$ cat src/inc/timer_pkg.sv
/*
 * Shared constants and types for the prescaled down-counting timer.
 * Assumes an 8-bit register port and one clock at 250 MHz.
 */
package timer_pkg;

    ////////////////////////////////////////////////////////////////////////////
    // Register port layout
    localparam int ADDR_W = 2;
    localparam int DATA_W = 8;
    localparam int COUNT_W = 8;
    localparam int PRESC_W = 7;
    localparam int SEL_W = 3;
    localparam logic [ADDR_W-1:0] COUNTER_OFFSET = 2'h0;
    localparam logic [ADDR_W-1:0] CONTROL_OFFSET = 2'h1;

    ////////////////////////////////////////////////////////////////////////////
    // Field positions of timer_control
    localparam int REQ_FLAG_BIT = 7;
    localparam int IRQ_MASK_BIT = 6;
    localparam int EXT_SEL_BIT = 5;
    localparam int PIN_EN_BIT = 4;
    localparam int PRESC_CLR_BIT = 3;
    localparam int SEL_LO_BIT = 0;

    ////////////////////////////////////////////////////////////////////////////
    // Reset values and vectors
    localparam logic [COUNT_W-1:0] COUNTER_PRESET = 8'hf0;
    localparam logic [SEL_W-1:0] SEL_POWER_ON = 3'h0;
    localparam logic [15:0] VECTOR_NORMAL = 16'h1ff8;
    localparam logic [15:0] VECTOR_WAIT = 16'h1ff6;
    localparam logic [DATA_W-1:0] UNMAPPED_READ = 8'h00;

    // Stored control fields; the prescaler clear bit is never stored
    typedef struct packed {
        logic             req_flag;
        logic             irq_mask;
        logic             ext_clock_select;
        logic             ext_pin_enable;
        logic [SEL_W-1:0] prescale_select;
    } ctrl_type;

    // Count source modes, from {ext_clock_select, ext_pin_enable}
    typedef enum logic [1:0] {
        SRC_INTERNAL,
        SRC_GATED,
        SRC_OFF,
        SRC_PIN
    } src_mode_type;

endpackage

$ cat src/hw/timer_prescaler.sv
/*
 * Hidden ripple prescaler with a tap select.
 * Assumes tick_i is a one-cycle pulse marking a falling source edge.
 */
`timescale 1ns/1ps

module timer_prescaler #(
    parameter int PRESC_W = timer_pkg::PRESC_W,
    parameter int SEL_W   = timer_pkg::SEL_W
) (
    input  wire logic             clk_i,
    input  wire logic             clear_i,
    input  wire logic             tick_i,
    input  wire logic [SEL_W-1:0] select_i,
    output logic                  out_tick_o
);

    logic [PRESC_W-1:0] presc_q;
    logic [PRESC_W-1:0] presc_d;
    logic [PRESC_W-1:0] low_mask;

    ////////////////////////////////////////////////////////////////////////////
    // Tap decode: select n fires when the low n bits roll over, giving 2**n
    // ratio by select
    assign low_mask = ~(({PRESC_W{1'b1}}) << select_i);
    assign out_tick_o = tick_i && ((presc_q & low_mask) == low_mask);

    // Clear wins over a tick so counting restarts truncation-free
    // clear to zero
    assign presc_d = clear_i ? '0 : (tick_i ? presc_q + 1'b1 : presc_q);

    always_ff @(posedge clk_i)
    begin
        presc_q <= presc_d;
    end

endmodule

$ cat src/hw/prescaled_down_timer.sv
/*
 * Prescaled 8-bit down timer with control register and request flag.
 * Assumes a core-side byte register port, a sampled instruction-cycle
 * clock level, a sampled timer pin, and core status levels for the
 * processor interrupt mask, wait and stop.
 */
// The placing of the registers and the strobed register port were decided locally.
`timescale 1ns/1ps

module prescaled_down_timer (
    input  wire logic                         clk_i,
    input  wire logic                         reset_i,
    input  wire logic                         ext_reset_i,
    input  wire logic [timer_pkg::ADDR_W-1:0] addr_i,
    input  wire logic [timer_pkg::DATA_W-1:0] wdata_i,
    input  wire logic                         write_i,
    input  wire logic                         read_i,
    output logic      [timer_pkg::DATA_W-1:0] rdata_o,
    input  wire logic                         cycle_clk_i,
    input  wire logic                         timer_pin_i,
    input  wire logic                         cpu_imask_i,
    input  wire logic                         wait_i,
    input  wire logic                         stop_i,
    input  wire logic                         ext_irq_pending_i,
    output logic                              timer_irq_o,
    output logic      [15:0]                  vector_o,
    output logic                              imask_clear_o,
    output logic                              core_clk_en_o
);

    ////////////////////////////////////////////////////////////////////////////
    // Declarations

    timer_pkg::ctrl_type                 ctrl_q;
    timer_pkg::ctrl_type                 ctrl_d;
    timer_pkg::src_mode_type             src_mode;
    logic [timer_pkg::COUNT_W-1:0]       count_q;
    logic [timer_pkg::COUNT_W-1:0]       count_d;
    logic [timer_pkg::DATA_W-1:0]        rdata_q;
    logic [timer_pkg::DATA_W-1:0]        rdata_d;
    logic [timer_pkg::DATA_W-1:0]        ctrl_view;
    logic [15:0]                         vector_q;
    logic [15:0]                         vector_d;
    logic                                src_prev_q;
    logic                                wait_prev_q;
    logic                                src_level;
    logic                                src_fall;
    logic                                count_tick;
    logic                                hit_zero;
    logic                                wr_count;
    logic                                wr_ctrl;
    logic                                rd_count;
    logic                                rd_ctrl;
    logic                                presc_clear;
    logic                                any_reset;

    ////////////////////////////////////////////////////////////////////////////
    // Register port decode

    // Each strobe is qualified by its own offset
    assign wr_count = write_i && (addr_i == timer_pkg::COUNTER_OFFSET);
    assign wr_ctrl  = write_i && (addr_i == timer_pkg::CONTROL_OFFSET);
    assign rd_count = read_i && (addr_i == timer_pkg::COUNTER_OFFSET);
    assign rd_ctrl  = read_i && (addr_i == timer_pkg::CONTROL_OFFSET);

    // Either reset source acts on the flag and mask bits
    assign any_reset = reset_i || ext_reset_i;

    ////////////////////////////////////////////////////////////////////////////
    // Count source selection

    // Mode comes straight from the two source bits
    assign src_mode = timer_pkg::src_mode_type'({ctrl_q.ext_clock_select,
                                                 ctrl_q.ext_pin_enable});

    // Level of the selected source; the falling edge of it is the tick
    always_comb
    begin
        case (src_mode)
            timer_pkg::SRC_INTERNAL: src_level = cycle_clk_i;
            timer_pkg::SRC_GATED:    src_level = cycle_clk_i & timer_pin_i;
            timer_pkg::SRC_OFF:      src_level = 1'b0;
            timer_pkg::SRC_PIN:      src_level = timer_pin_i;
            default:                 src_level = 1'b0;
        endcase
    end

    // Previous level of the source, for edge detection
    always_ff @(posedge clk_i)
    begin
        src_prev_q <= src_level;
    end

    // Switching modes while the old source is high may give one extra edge;
    // software is expected to clear the prescaler after a mode change.
    // falling edge only
    assign src_fall = src_prev_q && !src_level;

    ////////////////////////////////////////////////////////////////////////////
    // Prescaler

    assign presc_clear = reset_i || stop_i ||
                         (wr_ctrl && wdata_i[timer_pkg::PRESC_CLR_BIT]);

    timer_prescaler #(
        .PRESC_W (timer_pkg::PRESC_W),
        .SEL_W   (timer_pkg::SEL_W)
    ) u_prescaler (
        .clk_i      (clk_i),
        .clear_i    (presc_clear),
        .tick_i     (src_fall && !stop_i),
        .select_i   (ctrl_q.prescale_select),
        .out_tick_o (count_tick)
    );

    ////////////////////////////////////////////////////////////////////////////
    // Counter

    // Zero is reached only by a decrement from one, not by a load
    // decrement into zero
    assign hit_zero = count_tick && !stop_i && !wr_count &&
                      (count_q == {{(timer_pkg::COUNT_W-1){1'b0}}, 1'b1});

    // Next counter value, highest priority first
    always_comb
    begin
        count_d = count_q;
        if (reset_i || stop_i)
        begin
            count_d = timer_pkg::COUNTER_PRESET;
        end
        else if (wr_count)
        begin
            count_d = wdata_i[timer_pkg::COUNT_W-1:0];
        end
        else if (count_tick)
        begin
            count_d = count_q - 1'b1;
        end
    end

    always_ff @(posedge clk_i)
    begin
        count_q <= count_d;
    end

    ////////////////////////////////////////////////////////////////////////////
    // Control register

    // Flag and mask follow the resets; source and select keep their value
    // across an external reset, and only power-on gives them a first value
    always_comb
    begin
        ctrl_d = ctrl_q;
        if (wr_ctrl)
        begin
            ctrl_d.req_flag         = wdata_i[timer_pkg::REQ_FLAG_BIT];
            ctrl_d.irq_mask         = wdata_i[timer_pkg::IRQ_MASK_BIT];
            ctrl_d.ext_clock_select = wdata_i[timer_pkg::EXT_SEL_BIT];
            ctrl_d.ext_pin_enable   = wdata_i[timer_pkg::PIN_EN_BIT];
            ctrl_d.prescale_select  =
                wdata_i[timer_pkg::SEL_LO_BIT +: timer_pkg::SEL_W];
        end
        if (hit_zero)
        begin
            ctrl_d.req_flag = 1'b1;   // Set wins over a same-cycle clear by a write; a reset clear still wins over the set
        end
        if (any_reset || stop_i)
        begin
            ctrl_d.req_flag = 1'b0;
        end
        if (any_reset || stop_i)
        begin
            ctrl_d.irq_mask = 1'b1;
        end
        if (reset_i)
        begin
            ctrl_d.ext_clock_select = 1'b0;
            ctrl_d.ext_pin_enable   = 1'b0;
            ctrl_d.prescale_select  = timer_pkg::SEL_POWER_ON;
        end
    end

    always_ff @(posedge clk_i)
    begin
        ctrl_q <= ctrl_d;
    end

    ////////////////////////////////////////////////////////////////////////////
    // Read path

    assign ctrl_view = {ctrl_q.req_flag,
                        ctrl_q.irq_mask,
                        ctrl_q.ext_clock_select,
                        ctrl_q.ext_pin_enable,
                        1'b0,
                        ctrl_q.prescale_select};

    // Snapshot taken at the strobe edge, so a decrement in the data cycle
    // cannot tear the value; the counter itself is never touched by a read
    // stable, undisturbing read
    assign rdata_d = rd_count ? count_q :
                     rd_ctrl  ? ctrl_view :
                                timer_pkg::UNMAPPED_READ;

    always_ff @(posedge clk_i)
    begin
        if (reset_i)
        begin
            rdata_q <= timer_pkg::UNMAPPED_READ;
        end
        else
        begin
            rdata_q <= rdata_d;
        end
    end

    assign rdata_o = rdata_q;

    ////////////////////////////////////////////////////////////////////////////
    // Interrupt request and vector

    // Mask set leaves the flag visible for polling but raises nothing
    // flag and masks clear
    assign timer_irq_o = ctrl_q.req_flag && !ctrl_q.irq_mask && !cpu_imask_i;

    // An external request in wait is taken first, which ends the wait, so a
    // timer request left over is then served through the normal vector
    // external first in wait
    assign vector_d = (wait_i && !ext_irq_pending_i) ? timer_pkg::VECTOR_WAIT
                                                     : timer_pkg::VECTOR_NORMAL;

    always_ff @(posedge clk_i)
    begin
        if (reset_i)
        begin
            vector_q <= timer_pkg::VECTOR_NORMAL;
        end
        else
        begin
            vector_q <= vector_d;
        end
    end

    assign vector_o = vector_q;

    ////////////////////////////////////////////////////////////////////////////
    // Low-power states

    // Wait entry is detected once, to clear the processor mask one time
    always_ff @(posedge clk_i)
    begin
        if (reset_i)
        begin
            wait_prev_q <= 1'b0;
        end
        else
        begin
            wait_prev_q <= wait_i;
        end
    end

    // The timer itself is never gated in wait; only the core clock is
    // wait gates core, clears mask
    assign imask_clear_o = wait_i && !wait_prev_q;
    assign core_clk_en_o = !wait_i && !stop_i;

endmodule

$ cat config.mk
export PLATFORM = sky130hd
export DESIGN_NAME = prescaled_down_timer
export DESIGN_NICKNAME = d
export VERILOG_FILES = /design/src/inc/timer_pkg.sv /design/src/hw/timer_prescaler.sv /design/src/hw/prescaled_down_timer.sv
export SDC_FILE = /design/constraint.sdc
export NUM_CORES = 1
export LEC_CHECK = 0
export ABC_AREA = 1
export BUFFER_PORTS_ARGS = -buffer_cell sky130_fd_sc_hd__buf_4
export CORE_ASPECT_RATIO = 1.4
export CORE_MARGIN = 2
export CORE_UTILIZATION = 35
export DETAILED_ROUTE_END_ITERATION = 12
export GPL_ROUTABILITY_DRIVEN = 0
export MAX_ROUTING_LAYER = met4
export PLACE_DENSITY = 0.56
export SYNTH_ARGS = -nofsm -noshare
export SYNTH_HDL_FRONTEND = slang
export SYNTH_HIERARCHICAL = 1
export SYNTH_SLANG_ARGS = --single-unit
$ cat constraint.sdc
create_clock -name clk_i -period 2.6 [get_ports clk_i]
set_clock_uncertainty 0.1 [all_clocks]
set_input_delay 0.52 -clock clk_i [delete_from_list [all_inputs] [get_ports clk_i]]
set_output_delay 0.52 -clock clk_i [all_outputs]
set_load 0.02 [all_outputs]
==> impl_metrics.csv <==
group,metric,value,unit
worst_setup_path,end_kind,"flop",
sta,finalHoldWorstSlack,0.296,ns
worst_hold_path,min_delay_path_depth,2,
layout,final_cell_area,2170,µm²
sta,hold_viol_final,0,
synthesis,yosys_warnings,6,
status,run_status,"complete, no violations",
floorplanning,io_pins,48,
layout,syn_to_final_growth,20.3,%
worst_setup_path,crit_top_cell,"nand2_1",
worst_setup_path,cp_cell_sequence,"nor2_1, a211oi_1, nor2_1, nand2_2, inv_2, nand2_1, nand2_1, nand2_1, a21oi_2, inv_1, a21oi_4, nand2_1, nand3_1, nand2_1, inv_1",
layout,layout_common_cells,"nand2_1 (58), inv_1 (39), buf_4 (37), dfxtp_1 (34), nor2_1 (30)",
global_routing,grt_pass1_vias,1482,
worst_setup_path,critical_path.slowest_cell,"dfxtp_1",
sta,final.setup.tns,0,ns
global_routing,grt_max_degree,17,
floorplanning,start_util,0.366,
sta,slew_viol_final,0,
power,ir_worst_vdd,0.252,mV
layout,nets,320,
synthesis,synth_area,1800,µm²
synthesis,ys_seq_elements,34,
global_routing,met2_usage,0.271,
clock_network,clock-root-buffer,"clkbuf_8",
worst_setup_path,critical_path_class,"flop to flop",
worst_hold_path,hold-path-endpoint,"vector_o[2]$_SDFF_PP0_",
clock_network,htreeDepth,2,
floorplanning,row_count,30,
drt,wl_per_cell,11.1,µm
global_routing,top_usage_layer,"met2",
power,pwr_density_cell,518,nW/µm²
global_routing,use_met3,0.0344,
sta,setup_viol,0,
floorplanning,core,4920,µm²
sta,min_period_over_period,0.769,
drt,dr.pass1.iters,4,
worst_setup_path,r2r-start,"ctrl_q[4]$_SDFFE_PP0P_",
worst_setup_path,crit_arrival,2.14,ns
layout,fin_cells,361,
synthesis,syn_area_per_cell,6.95,µm²
floorplanning,die-area,5740,µm²
worst_setup_path,r2r-end,"count_q[1]$_SDFFE_PP0P_",
sta,fin_crit,2.00,ns
worst_setup_path,max_stage_delay,0.35,ns
worst_setup_path,rrSetupSlack,0.60,ns
layout,n_fill_cell,539,
drt,via_per_inst,4.50,
global_routing,grt_overflow,0,
place,placedCellCount,353,
clock_network,cts_resized,0,
synthesis,ys_types,30,
sta,rsz0062_at_grt,"no",
global_routing,use_met1,0.181,
worst_setup_path,cp_max_fo,8,
clock_network,cts_buffers,5,
clock_network,cts_setup_buffers,0,
place,dp_hpwl,3.12,mm
drt,route.detailed.drc,0,
layout,layout_commonest_cell,"nand2_1",
drt,finalWirelength,4.01,mm
floorplanning,dieWidth,64.6,µm
place,placed_area,2070,µm²
power,leakagePower,0.000981,µW
global_routing,antenna_found_initial,0,
worst_hold_path,holdCritStartpoint,"ext_irq_pending_i",
worst_setup_path,r2r_cells,15,
flow_run,cap_violations,0,
drt,num_vias,1624,
clock_network,cts.sinks,34,
clock_network,ctsHoldBuffers,0,
clock_network,clk_latency,0.29,ns
place,port_buffers,34,
power,total_power,1120,µW
clock_network,cts_buffer_depth,2,
clock_network,clkTransAtPathRegs,0.07,ns
worst_setup_path,worst_setup_path_start_kind,"flop",
global_routing,grt_pass1_wl,6.73,mm
layout,drive_above_1_share,0.199,
floorplanning,die_h,88.9,µm
synthesis,seq_area_frac_synth,0.378,
global_routing,grt_usage,0.160,
synthesis,syn_inst,259,
worst_setup_path,critical_path_required,2.74,ns
drt,drt_iter0_markers,76,
layout,diodes,0,
clock_network,tritoncts,"built",
sta,clock.fmax,500,MHz
drt,ant_nets,0,
worst_hold_path,hold_class,"primary input to flop",
==> state kept, by name, summed over array words and instances (netlist names) <==
name                 cells
wait_prev_q              1
rdata_o                  8
src_prev_q               1
count_q                  8
u_prescaler/presc_q      7
vector_o                 2
ctrl_q                   7
==> cell usage after synthesis, drive strengths merged <==
cell type,number,area share
conb,2,0.0042
nor2,35,0.091
nor3,3,0.0083
inv,41,0.087
o211ai,1,0.0042
xor2,1,0.0049
nand4,3,0.010
o22ai,4,0.014
a211oi,6,0.025
a21oi,16,0.055
nand3b,1,0.0042
dfxtp,34,0.38
o21ai,11,0.031
buf,16,0.067
nand2,61,0.13
ha,3,0.021
a21boi,1,0.0042
nand3,18,0.053
clkbuf,2,0.0042
==> where the power goes <==
group / internal [µW] / leakage, µW / switching (µW) / total (µW)
logic: 60.3 / 0.000658 / 102 / 162
clock network: 213 / 0.0000472 / 199 / 412
registers: 537 / 0.000277 / 10.6 / 548
total: 810 / 0.000981 / 312 / 1120
==> worst max-delay path by stage <==
stage | startpoint | end | cells past startpoint
5_1_grt | ctrl_q[3]$_SDFFE_PP0P_ | count_q[1]$_SDFFE_PP0P_ | 16
6_report | ctrl_q[4]$_SDFFE_PP0P_ | count_q[1]$_SDFFE_PP0P_ | 15
3_3_place_gp | timer_pin_i | count_q[1]$_SDFFE_PP0P_ | 16
2_1_floorplan | timer_pin_i | count_q[0]$_SDFFE_PP0P_ | 15
3_5_place_dp | cycle_clk_i | count_q[1]$_SDFFE_PP0P_ | 16
4_1_cts | ctrl_q[4]$_SDFFE_PP0P_ | count_q[1]$_SDFFE_PP0P_ | 15
==> cells by family (layout without fill, tap and decap cells) <==
group                    after synthesis  count (layout)  synth area share
AND/OR/NAND/NOR                      121             121             0.301
buffers and inverters                 59              86             0.158
AO/OA/AOI/OAI                         39              39             0.133
flip-flops                            34              34             0.378
adder cells (fa/ha/maj)                3               3            0.0209
other                                  2              13           0.00417
XOR/XNOR                               1               1           0.00487
==> final cells by class <==
type,count,area (µm²),area share
clock inverters,2,12.5,0.00578
clock buffers,6,82.6,0.0381
multi-input cells,177,876,0.404
inverters,41,156,0.0722
flip-flops and latches,34,681,0.314
repair buffers,37,278,0.128
well taps,64,80.1,0.0370
==> critical path: cells and delay by family (launching register included) <==
family	cells	cell delay, ns
buf+inv	3	0.24
simple gates	9	0.82
compound gates	3	0.42
flops	1	0.35
==> metrics by stage <==
| stage | util | setup slack, ns |
|---|---|---|
| 2_1_floorplan | - | 0.501 |
| 3_3_place_gp | 0.421 | 0.386 |
| 3_5_place_dp | 0.421 | 0.332 |
| 4_1_cts | 0.440 | 0.572 |
| 5_1_grt | 0.440 | 0.307 |
| 6_report | 0.440 | 0.601 |
==> per-layer routing <==
| metal | vias to the layer above | wire length [µm] |
|---|---|---|
| met1 | 715 | 1690 |
| met5 | - | 0 |
| met3 | 6 | 241 |
| met2 | 43 | 2000 |
| met4 | 0 | 78 |
| li1 | 860 | - |
Power figures use the tool's default switching activity.
